**src/mcps_pkg.sv**
```systemverilog
// Package for the motor controller parameter store: register map,
// reset values, field positions and the shared carrier types.
// Assumes byte addressing on a 32-bit classic Wishbone bus.
`default_nettype none

package mcps_pkg;

  // ---------------------------------------------------------------
  // Register byte offsets
  // ---------------------------------------------------------------
  localparam logic [7:0] A_FLUX_P = 8'h00;
  localparam logic [7:0] A_FLUX_I = 8'h04;
  localparam logic [7:0] A_TORQ_P = 8'h08;
  localparam logic [7:0] A_TORQ_I = 8'h0C;
  localparam logic [7:0] A_OPEN_P = 8'h10;
  localparam logic [7:0] A_OPEN_I = 8'h14;
  localparam logic [7:0] A_VEL_FF = 8'h18;
  localparam logic [7:0] A_ACC_FF = 8'h1C;
  localparam logic [7:0] A_DF_CNT = 8'h20;
  localparam logic [7:0] A_DF_RSVD = 8'h24;
  localparam logic [7:0] A_FIELD = 8'h28;
  localparam logic [7:0] A_KEEP = 8'h2C;
  localparam logic [7:0] A_CTRL = 8'h30;
  localparam logic [7:0] A_STAT = 8'h34;
  localparam int N_GAINS = 8;

  // ---------------------------------------------------------------
  // Reset values
  // ---------------------------------------------------------------
  localparam logic [31:0] RST_FLUX_P = 32'h0088_1EE0;
  localparam logic [31:0] RST_FLUX_I = 32'h0007_C740;
  localparam logic [31:0] RST_TORQ_P = 32'h0088_1EE0;
  localparam logic [31:0] RST_TORQ_I = 32'h0007_C740;
  localparam logic [31:0] RST_OPEN_P = 32'h004D_C880;
  localparam logic [31:0] RST_OPEN_I = 32'h001D_2B30;
  localparam logic [31:0] RST_VEL_FF = 32'h0000_03E8;
  localparam logic [31:0] RST_ACC_FF = 32'h0000_0000;
  localparam logic [7:0] DF_COUNT = 8'h03;
  localparam logic [7:0] RST_FLAG = 8'h00;

  // Field inversion override codes, signed 8-bit
  localparam logic [7:0] FIELD_DEFAULT = 8'h00;
  localparam logic [7:0] FIELD_POS = 8'h01;
  localparam logic [7:0] FIELD_NEG = 8'hFF;
  localparam logic [7:0] KEEP_ON = 8'h01;

  // Control and status bit positions
  localparam int CTRL_RESTART = 0;
  localparam int CTRL_SETUP = 1;
  localparam int CTRL_DONE_CLR = 2;
  localparam int ST_INVERT = 0;
  localparam int ST_FORCED = 1;
  localparam int ST_BUSY = 2;
  localparam int ST_DONE = 3;
  localparam int ST_NEEDED = 4;
  localparam int ST_BLDC = 5;

  // Gains and feed-forward factors as one carrier
  typedef struct packed {
    logic [31:0] acc_ff;
    logic [31:0] vel_ff;
    logic [31:0] open_i;
    logic [31:0] open_p;
    logic [31:0] torq_i;
    logic [31:0] torq_p;
    logic [31:0] flux_i;
    logic [31:0] flux_p;
  } mcps_gains_t;

  // Rotating field as applied to the drive
  typedef struct packed {
    logic invert;
    logic forced;
  } mcps_field_t;

endpackage

`default_nettype wire

```
**src/mcps_top.sv**
```systemverilog
// Motor controller parameter store: current loop gains, feed-forward
// factors, motor drive flags, restart and auto setup sequencing.
// Assumes a classic Wishbone master and a motor type detect input.
//
// How it works
// - Flux proportional gain, 32-bit read/write, resets to 0x00881EE0.
// - Flux integral gain, 32-bit read/write, resets to 0x0007C740.
// - Torque closed-loop gains, read/write, reset 0x00881EE0 and 0x0007C740.
// - Torque open-loop gains, read/write, reset 0x004DC880 and 0x001D2B30.
// - Velocity feed-forward in per mille; default 1000 means factor one.
// - Acceleration feed-forward defaults zero (off); nonzero acts both ways.
// - Drive flags group reports three entries, read only.
// - Field override zero selects the built-in rotating field direction.
// - Field override one forces a non-inverted, positive field.
// - Field override minus one forces an inverted, negative field.
// - Field override applies only at restart; auto setup needed if the applied field changes.
// - Keep flag zero: auto setup detects motor and loads preset gains.
// - Keep flag one: auto setup keeps the stored gains untouched.
`timescale 1ns/100ps
`default_nettype none

module mcps_top #(
  parameter int AW = 8,
  parameter bit DEFAULT_INVERT = 1'b0,
  parameter logic [31:0] BLDC_PROP = 32'h0000_1000,
  parameter logic [31:0] BLDC_INT = 32'h0000_0100
) (
  input wire logic SYS_CLK,
  input wire logic RST_N,
  input wire logic WB_CYC_I,
  input wire logic WB_STB_I,
  input wire logic WB_WE_I,
  input wire logic [AW-1:0] WB_ADR_I,
  input wire logic [3:0] WB_SEL_I,
  input wire logic [31:0] WB_DAT_I,
  output logic [31:0] WB_DAT_O,
  output logic WB_ACK_O,
  input wire logic MOTOR_IS_BLDC,
  output mcps_pkg::mcps_gains_t GAINS,
  output mcps_pkg::mcps_field_t FIELD,
  output logic ACCEL_FF_ON,
  output logic SETUP_BUSY
);

  // ---------------------------------------------------------------
  // Elaboration checks
  // ---------------------------------------------------------------
  if (AW < 8)
  begin : g_bad_aw
    $error("AW must be at least 8");
  end

  typedef enum logic [1:0] {AS_IDLE, AS_DETECT, AS_LOAD} mcps_as_t;
  // Reset value of each gain word
  function automatic logic [31:0] gain_rst(input int idx);
    case (idx)
      0: return mcps_pkg::RST_FLUX_P;
      1: return mcps_pkg::RST_FLUX_I;
      2: return mcps_pkg::RST_TORQ_P;
      3: return mcps_pkg::RST_TORQ_I;
      4: return mcps_pkg::RST_OPEN_P;
      5: return mcps_pkg::RST_OPEN_I;
      6: return mcps_pkg::RST_VEL_FF;
      default: return mcps_pkg::RST_ACC_FF;
    endcase
  endfunction

  // Preset gain set for the detected motor type
  function automatic logic [31:0] gain_preset(input int idx,
                                              input logic bldc);
    if (bldc && idx < 6)
      return idx[0] ? BLDC_INT : BLDC_PROP;
    return gain_rst(idx);
  endfunction

  // Field override to applied direction; unknown codes act as zero
  function automatic mcps_pkg::mcps_field_t field_of(input logic [7:0] c);
    mcps_pkg::mcps_field_t f;
    f.forced = c == mcps_pkg::FIELD_POS || c == mcps_pkg::FIELD_NEG;
    f.invert = f.forced ? c == mcps_pkg::FIELD_NEG : DEFAULT_INVERT;
    return f;
  endfunction

  // Byte-lane merge for 32-bit entries
  function automatic logic [31:0] merge(input logic [31:0] old,
                                        input logic [31:0] nw,
                                        input logic [3:0] sel);
    logic [31:0] v;
    v = old;
    for (int b = 0; b < 4; b++)
      if (sel[b])
        v[8*b +: 8] = nw[8*b +: 8];
    return v;
  endfunction

  // ---------------------------------------------------------------
  // Bus decode
  // ---------------------------------------------------------------
  logic req;
  logic wr;
  logic [7:0] adr;
  logic ack_q;
  logic [31:0] dat_q;
  logic [31:0] rd_d;
  logic [31:0] gain_q [mcps_pkg::N_GAINS];
  logic [7:0] rsvd_q;
  logic [7:0] field_q;
  logic [7:0] keep_q;
  mcps_pkg::mcps_field_t applied_q;
  logic restart_q;
  logic done_q;
  logic needed_q;
  logic bldc_q;
  logic accff_q;
  mcps_as_t as_q;
  logic busy_q;
  logic ctrl_wr;
  logic gain_wr;

  // Request taken once; a write lands on the edge that sees ack high
  assign req = WB_CYC_I && WB_STB_I && !ack_q;
  assign wr = WB_CYC_I && WB_STB_I && WB_WE_I && ack_q;
  assign adr = {WB_ADR_I[7:2], 2'b00};
  assign ctrl_wr = wr && adr == mcps_pkg::A_CTRL && WB_SEL_I[0];
  assign gain_wr = wr && adr < mcps_pkg::A_DF_CNT;

  // Single-wait-state answer, every address acknowledged
  always_ff @(posedge SYS_CLK)
  begin
    if (!RST_N)
      ack_q <= 1'b0;
    else
      ack_q <= req;
  end

  // ---------------------------------------------------------------
  // Gain and feed-forward words
  // ---------------------------------------------------------------
  // Auto setup load wins over a bus write in the same cycle
  always_ff @(posedge SYS_CLK)
  begin
    for (int i = 0; i < mcps_pkg::N_GAINS; i++)
    begin
      if (!RST_N)
        gain_q[i] <= gain_rst(i);
      else if (as_q == AS_LOAD && keep_q != mcps_pkg::KEEP_ON)
        gain_q[i] <= gain_preset(i, bldc_q);
      else if (gain_wr && adr[4:2] == 3'(i))
        gain_q[i] <= merge(gain_q[i], WB_DAT_I, WB_SEL_I);
    end
  end

  // Feed-forward has no sign, so it acts while slowing down too
  always_ff @(posedge SYS_CLK)
  begin
    if (!RST_N)
      accff_q <= 1'b0;
    else
      accff_q <= gain_q[7] != 32'h0000_0000;
  end

  // ---------------------------------------------------------------
  // Motor drive flags
  // ---------------------------------------------------------------
  // Reserved entry only echoes; nothing downstream reads it
  always_ff @(posedge SYS_CLK)
  begin
    if (!RST_N)
    begin
      rsvd_q <= mcps_pkg::RST_FLAG;
      field_q <= mcps_pkg::RST_FLAG;
      keep_q <= mcps_pkg::RST_FLAG;
    end
    else if (wr && WB_SEL_I[0])
    begin
      if (adr == mcps_pkg::A_DF_RSVD)
        rsvd_q <= WB_DAT_I[7:0];
      if (adr == mcps_pkg::A_FIELD)
        field_q <= WB_DAT_I[7:0];
      if (adr == mcps_pkg::A_KEEP)
        keep_q <= WB_DAT_I[7:0];
    end
  end

  // Restart request, one cycle after the control write
  always_ff @(posedge SYS_CLK)
  begin
    if (!RST_N)
      restart_q <= 1'b0;
    else
      restart_q <= ctrl_wr && WB_DAT_I[mcps_pkg::CTRL_RESTART];
  end

  // Direction latched only at restart so a live motor never flips
  always_ff @(posedge SYS_CLK)
  begin
    if (!RST_N)
    begin
      applied_q.invert <= DEFAULT_INVERT;
      applied_q.forced <= 1'b0;
    end
    else if (restart_q)
      applied_q <= field_of(field_q);
  end

  // ---------------------------------------------------------------
  // Auto setup
  // ---------------------------------------------------------------
  always_ff @(posedge SYS_CLK)
  begin
    if (!RST_N)
      as_q <= AS_IDLE;
    else
    begin
      unique case (as_q)
        AS_IDLE:
          if (ctrl_wr && WB_DAT_I[mcps_pkg::CTRL_SETUP])
            as_q <= AS_DETECT;
        AS_DETECT: as_q <= AS_LOAD;
        AS_LOAD: as_q <= AS_IDLE;
      endcase
    end
  end

  // Busy from its own flop, raised as the state machine leaves idle
  always_ff @(posedge SYS_CLK)
  begin
    if (!RST_N)
      busy_q <= 1'b0;
    else
      busy_q <= as_q == AS_DETECT ||
        (as_q == AS_IDLE && ctrl_wr && WB_DAT_I[mcps_pkg::CTRL_SETUP]);
  end

  // Motor type sampled once per setup run
  always_ff @(posedge SYS_CLK)
  begin
    if (!RST_N)
      bldc_q <= 1'b0;
    else if (as_q == AS_DETECT)
      bldc_q <= MOTOR_IS_BLDC;
  end

  // Sticky done; completion wins over a clear in the same cycle
  always_ff @(posedge SYS_CLK)
  begin
    if (!RST_N)
      done_q <= 1'b0;
    else if (as_q == AS_LOAD)
      done_q <= 1'b1;
    else if (ctrl_wr && WB_DAT_I[mcps_pkg::CTRL_DONE_CLR])
      done_q <= 1'b0;
  end

  // A restart that changes direction asks for a fresh auto setup
  always_ff @(posedge SYS_CLK)
  begin
    if (!RST_N)
      needed_q <= 1'b0;
    else if (restart_q && field_of(field_q) != applied_q)
      needed_q <= 1'b1;
    else if (as_q == AS_LOAD)
      needed_q <= 1'b0;
  end

  // ---------------------------------------------------------------
  // Read path
  // ---------------------------------------------------------------
  always_comb
  begin
    rd_d = 32'h0000_0000;
    if (adr < mcps_pkg::A_DF_CNT)
      rd_d = gain_q[adr[4:2]];
    else if (adr == mcps_pkg::A_DF_CNT)
      rd_d[7:0] = mcps_pkg::DF_COUNT;
    else if (adr == mcps_pkg::A_DF_RSVD)
      rd_d[7:0] = rsvd_q;
    else if (adr == mcps_pkg::A_FIELD)
      rd_d[7:0] = field_q;
    else if (adr == mcps_pkg::A_KEEP)
      rd_d[7:0] = keep_q;
    else if (adr == mcps_pkg::A_STAT)
    begin
      rd_d[mcps_pkg::ST_INVERT] = applied_q.invert;
      rd_d[mcps_pkg::ST_FORCED] = applied_q.forced;
      rd_d[mcps_pkg::ST_BUSY] = as_q != AS_IDLE;
      rd_d[mcps_pkg::ST_DONE] = done_q;
      rd_d[mcps_pkg::ST_NEEDED] = needed_q;
      rd_d[mcps_pkg::ST_BLDC] = bldc_q;
    end
  end

  // Read data captured with the ack, so it is stable while ack is up
  always_ff @(posedge SYS_CLK)
  begin
    if (!RST_N)
      dat_q <= 32'h0000_0000;
    else if (req)
      dat_q <= rd_d;
  end

  // ---------------------------------------------------------------
  // Outputs
  // ---------------------------------------------------------------
  assign WB_ACK_O = ack_q;
  assign WB_DAT_O = dat_q;
  assign GAINS = {gain_q[7], gain_q[6], gain_q[5], gain_q[4],
                  gain_q[3], gain_q[2], gain_q[1], gain_q[0]};
  assign FIELD = applied_q;
  assign ACCEL_FF_ON = accff_q;
  assign SETUP_BUSY = busy_q;
endmodule // mcps_top

`default_nettype wire

```
**config.mk**
```make
export PLATFORM = sky130hd
export DESIGN_NAME = mcps_top
export DESIGN_NICKNAME = d
export VERILOG_FILES = /design/src/mcps_pkg.sv /design/src/mcps_top.sv
export SDC_FILE = /design/constraint.sdc
export NUM_CORES = 1
export LEC_CHECK = 0
export BUFFER_PORTS_ARGS = -buffer_cell sky130_fd_sc_hd__buf_4
export CORE_MARGIN = 5
export CORE_UTILIZATION = 49
export DETAILED_ROUTE_END_ITERATION = 12
export GPL_TIMING_DRIVEN = 0
export PLACE_DENSITY = 0.76
export SYNTH_ARGS = -nofsm -noshare
export SYNTH_HDL_FRONTEND = slang
export SYNTH_SLANG_ARGS = --single-unit
```
**constraint.sdc**
```tcl
create_clock -name SYS_CLK -period 2.14 [get_ports SYS_CLK]
set_input_delay 0.642 -clock SYS_CLK [delete_from_list [all_inputs] [get_ports SYS_CLK]]
set_output_delay 0.642 -clock SYS_CLK [all_outputs]
set_load 0.05 [all_outputs]
```
======== Word-level counts from Yosys, hierarchy flattened ========
Memory sizes are Yosys's and may differ from the RTL's.
Index checks and enable logic that the tools add are counted.
word-level totals
  memories kept ........................... 1
  register bits after elaboration ......... 67
  output and inout bits ................... 293
  bits of input ports ..................... 50
  ROM bits ................................ 0
  bits in writable memories ............... 256
  latch bits .............................. 0
operators by class
  add/sub/neg operators ................... 0
  bitwise logic cells ..................... 16
  $mul .................................... 0
  order comparisons ....................... 1
  reduce and logical (&&, ||, !) cells .... 35
  div/mod/pow operators ................... 0
  equal/unequal tests ..................... 20
  multiplexer cells ....................... 222
  shifts and indexed selects .............. 0
memory list
  name    depth  bits a word  read ports  clocked after memory_dff  write ports  line             RTL
  gain_q  8      32           9           0                         8            mcps_top.sv:105  logic [31:0] gain_q [mcps_pkg::N_GAINS];
operators with widths
  operator                                               number
  two-way mux 32 bit                                     40
  two-way mux 8 bit                                      132
  two-way mux 1 bit                                      44
  equality test 6 x 4 -> 1 bit, second input constant    6
  nonzero test 32 bit                                    1
  two-way mux 24 bit                                     1
  logical AND 1 bit                                      23
  OR 1 bit                                               16
  equality test 3 bit, second input constant             4
  two-way mux 6 bit                                      2
  equality test 8 x 1 -> 1 bit, second input constant    1
  equality test 8 bit, second input constant             1
  < comparator 8 x 6 -> 1 bit, second input constant     1
  inequality test 8 x 1 -> 1 bit, second input constant  1
  equality test 3 x 2 -> 1 bit, second input constant    2
  case mux 2 bit (3 select lines)                        1
  AND reduction 2 bit                                    3
  nonzero test 2 bit                                     3
  two-way mux 2 bit                                      2
  equality test 3 x 1 -> 1 bit, second input constant    1
  zero test 3 bit                                        1
  equality test 2 x 1 -> 1 bit, second input constant    1
  equality test 2 bit, second input constant             1
  zero test 2 bit                                        1
  other kinds (4)                                        5

======== Depth between registers and ports, before layout ========
Gate-level depths: netlist of run 1.
  word-level depth ........................ 10
  mapped depth ............................ 7
  depth with buffers taken out ............ 5

======== Least setup slack after synthesis of run 1 ========
No wires, ideal clock.
  path kind ............................... input to register
  start point ............................. input port WB_ADR_I[3]
  end point ............................... memory gain_q[7][0] (enable)
  buffers on the path ..................... 3
  setup time .............................. 326 ps
  arrival ................................. 1,840 ps
  stages .................................. 5
  slack ................................... -26 ps
  path through ............................ buf_2 > buf_2 > buf_1 > and4_1 > a21o_1
RTL lines
  what                line             RTL
  start: declaration  mcps_top.sv:33   input wire logic [AW-1:0] WB_ADR_I,
  end: declaration    mcps_top.sv:105

==> results of run 1 <==
-- how the worst min path moves through the flow --
stage | start | end | slack, ns | cells past startpoint
final | MOTOR_IS_BLDC | bldc_q | 0.37 | 3
after detailed placement | WB_DAT_O[18] | WB_DAT_O[18] | 0.45 | 2
after CTS | MOTOR_IS_BLDC | bldc_q | 0.37 | 3
after floorplan | as_q[1] | as_q[1] | 0.45 | 2
after global routing | WB_DAT_I[4] | keep_q[4] | 0.39 | 3
after global placement | WB_DAT_O[27] | WB_DAT_O[27] | 0.44 | 2
-- tightest hold or removal path, delay by kind of cell --
kind / cells / cell delay [ns]
buffers and inverters: 1 / 0.08
and+or+nand+nor: 1 / 0.08
muxes: 1 / 0.06
-- power by group --
| group | total (W) | internal (W) | leakage [nW] | switching, W |
|---|---|---|---|---|
| clock | 0.00566 | 0.00320 | 0.509 | 0.00246 |
| sequential | 0.00712 | 0.00696 | 2.97 | 0.000159 |
| combinational | 0.00207 | 0.000659 | 4.32 | 0.00142 |
-- what timing repair did --
item,4_1_cts,5_1_grt
resized for setup,96,35
pin swaps,1,4
endpoints found under the setup margin,442,429
setup buffers,0,10
cloned,1,4
-- placed cells by master, fill, tap and decap left out, types with 31 or more instances in the layout --
master     count
mux4_2        56
clkbuf_16     40
clkbuf_1      31
nand2_1       39
edfxtp_1     256
o21ai_0       37
buf_4        350
o21a_1        51
mux2i_1       58
dfxtp_1       62
and2_1       192
nor2_1        44
-- per-stage QoR --
stage / area (sq um) / worst slack, ns / setup TNS (ns) / utilization, % / total power [W]
6_report: 19600 / -0.0386 / -1.30 / 65.7 / 0.0149
3_5_place_dp: 17900 / -0.765 / -245.65 / 59.9 / 0.00919
2_1_floorplan: 14900 / -0.00716 / -0.143 / - / 0.00843
5_1_grt: 19600 / -0.0739 / -3.68 / 65.7 / 0.0152
4_1_cts: 19300 / -0.00739 / -0.0208 / 64.7 / 0.0148
3_3_place_gp: 17900 / -0.754 / -237.99 / 59.9 / 0.00916
-- metal layers --
metal  global-route usage, %  share of wire (%)  vias up
met5                       0                  0        -
met4                    12.3                4.4        0
met3                    8.86                 14      147
met2                    51.0                 47      908
met1                    41.0                 35     5809
li1                        -                  -     4806
-- kinds of logic (layout without fill, tap and decap cells) --
| family | Yosys count | count (layout) | synth area share (%) |
|---|---|---|---|
| flip-flops | 323 | 323 | 60.5 |
| multiplexers | 123 | 123 | 13.0 |
| AO/OA/AOI/OAI | 170 | 170 | 8.01 |
| buffers and inverters | 93 | 502 | 3.12 |
| adder cells (fa/ha/maj) | 3 | 3 | 0.252 |
| AND/OR/NAND/NOR | 366 | 367 | 15.1 |
-- layout make-up --
| type | count | area share, % |
|---|---|---|
| timing repair buffer | 346 | 13.7 |
| inverter | 9 | 0.172 |
| buffer | 84 | 2.97 |
| multi-input combinational | 663 | 29.3 |
| sequential | 323 | 46.1 |
| tap | 390 | 2.49 |
| clock buffer | 49 | 5.00 |
| clock inverter | 14 | 0.344 |
-- registers in the layout, summed over array words and instances, names as in the netlist --
register / count
ACCEL_FF_ON: 1
FIELD: 2
SETUP_BUSY: 1
WB_ACK_O: 1
WB_DAT_O: 32
as_q: 2
bldc_q: 1
done_q: 1
field_q: 8
gain_q: 256
keep_q: 8
needed_q: 1
restart_q: 1
rsvd_q: 8
==> results.py, run 1 <==
metrics = {
    "placed_design": {
        "io_buffers": 332,
        "gp_congestion": 0.968,
        "dp_cells": 1800,
        "dp.final_hpwl_um": 41000,
    },
    "clocking": {
        "cts.clk_slew.worst_paths_ns": 0.06,
        "ctsHoldBuffers": 0,
        "cts_tree": "yes",
        "clock_insertion_delay_worst_skew_ns": 0.52,
        "clockBufferDepth": 3,
        "root_buffer": "clkbuf_16",
        "cts_sinks": 323,
        "cts_buffers": 35,
        "cts.htree.levels": 2,
    },
    "final_layout": {
        "fillCellCount": 2150,
        "num_antenna_cells": 0,
        "drive_gt1_share_pct": 39.4,
        "multi_input_area_sq_mm": 0.00574,
        "regArea_sq_mm": 0.00903,
        "final_cells": 1878,
        "layout.nets": 1515,
        "area_growth_pct": 31.5,
    },
    "timing": {
        "holdWs_ns": 0.372,
        "rsz0062_at_grt": "true",
        "setup_slack_ns": -0.0386,
        "finClkSkew_ns": 0.0155,
        "fin_crit_sh_pct": 102,
        "slew_violations": 0,
        "slew_headroom_pct": 41.9,
        "hold_viol": 0,
        "setup_viol": 123,
        "worst_pin_slew_ns": 0.871,
        "fmax_mhz": 459,
        "min_period_ns": 2.18,
    },
    "route": {
        "wl_um": 56000,
        "wl_per_cell_um": 29.8,
        "routed_via_density": 6.21,
        "drt_pass1_iterations": 6,
        "vias": 11700,
        "drt_iter0_drc": 1642,
        "drtAntennaViolNets": 0,
        "drc": 0,
    },
    "die": {
        "rows": 63,
        "core_area_sq_mm": 0.0299,
        "ios": 343,
        "die_area_sq_mm": 0.0340,
        "die_w_um": 184,
        "die_y_um": 184,
        "start_util_pct": 49.9,
    },
    "setup_path": {
        "r2r-start": "keep_q[1]",
        "max_stage_delay_ns": 0.41,
        "ff2ff_path_depth": 6,
        "r2r_setup_slack_ns": -0.02,
        "critPathCaptureType": "flop",
        "crit_end": "gain_q[0][30]",
        "slowest_stage": "nor4_4",
        "worst_setup_path_start_kind": "input pin",
        "crit_arrival_ns": 2.55,
        "cpLargestDelayFamily": "simple AND/OR/NAND/NOR gates",
        "required_ns": 2.51,
        "crit_chain": "buf_2, nor4_4, and3_1, buf_2, and3_2, clkbuf_4, and2_1",
        "timing.rr.end": "gain_q[5][2]",
        "crit_top_cell": "buf_2",
        "cp_num_cells": 7,
        "critPathKind": "input pin to flop",
        "critPathLaunch": "WB_ADR_I[7]",
        "worstPathMaxFanout": 10,
        "critPathBufInv": 3,
    },
    "synth": {
        "synth_edf_count": 256,
        "ys.flop_type": "edfxtp_1",
        "ys_seq_area_share_pct": 60.5,
        "synthArstFlopShare_pct": 0,
        "synth.top_cell.area_share_pct": 51.5,
        "yosysMostFrequentCell": "edfxtp_1",
        "synth_top_area_cell": "edfxtp_1",
        "syn_area_sq_mm": 0.0149,
        "synthDistinctLibCells": 68,
        "synthTopCellsByCount": "edfxtp_1 (256), and2_1 (192), dfxtp_1 (67), mux2i_1 (58), mux4_2 (56)",
        "syn_area_per_cell_sq_um": 13.8,
        "netlist_instances": 1078,
        "synth_area_leaders": "edfxtp_1 (52%), dfxtp_1 (9.0%), mux4_2 (8.5%)",
        "syn_nets": 1131,
        "ys_ff_latch": 323,
        "ys_warn_count": 0,
    },
    "grt": {
        "grt_pass1_vias": 11400,
        "antenna_found_initial": 2,
        "grt_max_degree": 14,
        "grt-ovfl-total": 0,
        "grt_use_total_pct": 31.7,
        "grt_pass1_wl_um": 77900,
    },
    "outcome": {
        "failed_checks": "setup timing",
        "status": "finished, violations left",
    },
    "job": {
        "maxCapViolCount": 0,
    },
    "pwr": {
        "p_leak_nw": 7.80,
        "vdd_drop_max_uv": 668,
        "p_per_area_mw_per_mm2": 757,
    },
    "hold_path": {
        "hp-class": "input pin to flop",
    },
}
Note: power is estimated with default switching activity, not from simulation.
==> run 2, diff against run 1 <==
Settings changed: SKIP_CTS_REPAIR_TIMING set to 1.
==> results.py, run 2 (synthesis gave the netlist of run 1 again) <==
metrics = {
    "grt": {
        "grt_pass1_vias": 11300,
        "antenna_found_initial": 3,
        "grt-ovfl-total": 0,
        "grt_max_degree": 14,
        "grt_use_total_pct": 31.3,
        "grt_pass1_wl_um": 77300,
    },
    "route": {
        "drtAntennaViolNets": 0,
        "drc": 0,
        "wl_um": 55500,
        "routed_via_density": 6.21,
        "drt_iter0_drc": 1593,
        "wl_per_cell_um": 29.7,
        "drt_pass1_iterations": 6,
        "vias": 11600,
    },
    "clocking": {
        "cts.htree.levels": 2,
        "cts_sinks": 323,
        "cts.clk_slew.worst_paths_ns": 0.06,
        "clock_insertion_delay_worst_skew_ns": 0.52,
        "cts_tree": "yes",
        "cts_buffers": 35,
        "clockBufferDepth": 3,
        "root_buffer": "clkbuf_16",
    },
    "timing": {
        "min_period_ns": 2.20,
        "holdWs_ns": 0.370,
        "fmax_mhz": 454,
        "setup_slack_ns": -0.0613,
        "hold_viol": 0,
        "fin_crit_sh_pct": 103,
        "setup_viol": 137,
        "rsz0062_at_grt": "true",
        "slew_headroom_pct": 37.6,
        "worst_pin_slew_ns": 0.935,
        "finClkSkew_ns": 0.0127,
        "slew_violations": 0,
    },
    "pwr": {
        "p_leak_nw": 7.73,
        "vdd_drop_max_uv": 670,
        "p_per_area_mw_per_mm2": 762,
    },
    "hold_path": {
        "hp-class": "input pin to flop",
        "worstHoldStart": "MOTOR_IS_BLDC",
        "min_path_cells": 3,
        "holdPathEnd": "bldc_q",
    },
    "setup_path": {
        "worstPathMaxFanout": 9,
        "critPathKind": "flop to flop",
        "max_stage_delay_ns": 0.57,
        "ff2ff_path_depth": 5,
        "timing.rr.end": "gain_q[4][22]",
        "worst_setup_path_start_kind": "flop",
        "crit_chain": "or4b_4, o21ai_4, buf_8, nand3_2, o21a_1",
        "required_ns": 2.40,
        "r2r-start": "keep_q[1]",
        "critPathBufInv": 1,
        "critPathCaptureType": "flop",
        "r2r_setup_slack_ns": -0.06,
        "crit_arrival_ns": 2.46,
        "cpLargestDelayFamily": "simple AND/OR/NAND/NOR gates",
        "slowest_stage": "or4b_4",
    },
    "final_layout": {
        "regMostFlops": "gain_q",
        "layout.nets": 1509,
        "drive_gt1_share_pct": 39.0,
        "largest_register_ffs": 256,
        "num_antenna_cells": 0,
        "final_cell_mix": "buf_4 (348), edfxtp_1 (256), and2_1 (192), dfxtp_1 (64), mux2i_1 (58)",
        "layout_commonest_cell": "buf_4",
        "finalInstanceArea_sq_mm": 0.0194,
        "area_growth_pct": 30.3,
    },
    "die": {
        "rows": 63,
        "die_area_sq_mm": 0.0340,
        "core_area_sq_mm": 0.0299,
        "ios": 343,
        "die_w_um": 184,
        "die_y_um": 184,
        "start_util_pct": 49.9,
    },
    "outcome": {
        "failed_checks": "setup timing",
        "status": "finished, violations left",
    },
    "job": {
        "maxCapViolCount": 0,
    },
    "placed_design": {
        "dp.final_hpwl_um": 41000,
        "gp_congestion": 0.968,
        "io_buffers": 332,
        "placed_area_sq_mm": 0.0179,
    },
}
==> run 2: changes by cell type in the layout (fill, tap and decap cells not counted), moves of 2 or more <==
| cell | change |
|---|---|
| nand3_4 | -5 |
| dfxtp_1 | +2 |
| nand3_2 | +5 |
| buf_4 | -2 |
| buf_12 | -3 |
| buf_2 | +3 |
| dfxtp_2 | -2 |
==> run 2: power by group <==
| group | switching, W | internal [W] |
|---|---|---|
| sequential | 0.000158 | 0.00696 |
| clock | 0.00245 | 0.00320 |
| combinational | 0.00140 | 0.000642 |
==> run 2: stage by stage <==
| step | std cells | utilization (%) | setup TNS (ns) | setup slack, ns | power, W |
|---|---|---|---|---|---|
| final | 1872 | 65.1 | -1.71 | -0.0613 | 0.0148 |
| after global routing | 1872 | 65.1 | -7.34 | -0.0843 | 0.0152 |
| after CTS | 1863 | 63.4 | -64.70 | -0.264 | 0.0147 |
| after detailed placement | 1800 | 59.9 | -245.65 | -0.765 | 0.00919 |
| after global placement | 1800 | 59.9 | -237.99 | -0.754 | 0.00916 |
| after floorplan | 1078 | - | -0.143 | -0.00716 | 0.00843 |
==> run 2: final cells by class <==
cell class | instances | area (sq um)
plain buffers | 84 | 546
clock buffers | 49 | 981
clock inverters | 14 | 67.6
fillers | 2201 | 10400
inverters | 9 | 33.8
multi-input cells | 662 | 5690
flip-flops and latches | 323 | 9030
well taps | 390 | 488
repair buffers | 341 | 2590
==> run 2: worst max path at each step <==
stage / from / endpoint / slack [ns] / cells past startpoint
after global routing: WB_ADR_I[7] / gain_q[4][22] / -0.08 / 6
after floorplan: WB_ADR_I[2] / WB_DAT_O[15] / -0.007 / 6
after CTS: keep_q[1] / gain_q[0][20] / -0.26 / 6
after global placement: WB_ADR_I[3] / WB_DAT_O[11] / -0.75 / 6
final: keep_q[1] / gain_q[4][22] / -0.06 / 5
after detailed placement: WB_ADR_I[3] / WB_DAT_O[8] / -0.77 / 6
==> run 2: metal layers <==
layer  wire (um)  vias up  track usage [%]  part of all wire, %
li1            -     4786                -                    -
met1       19800     5817             41.0                   36
met2       26400      883             50.8                   48
met3        7030      130             7.97                   13
met4        2270        0             11.8                  4.1
met5           0        -                0                    0
==> run 2: worst min-delay path, delay by kind of cell <==
kind | cells | cell delay (ns)
simple gates | 1 | 0.07
mux | 1 | 0.06
buf+inv | 1 | 0.08
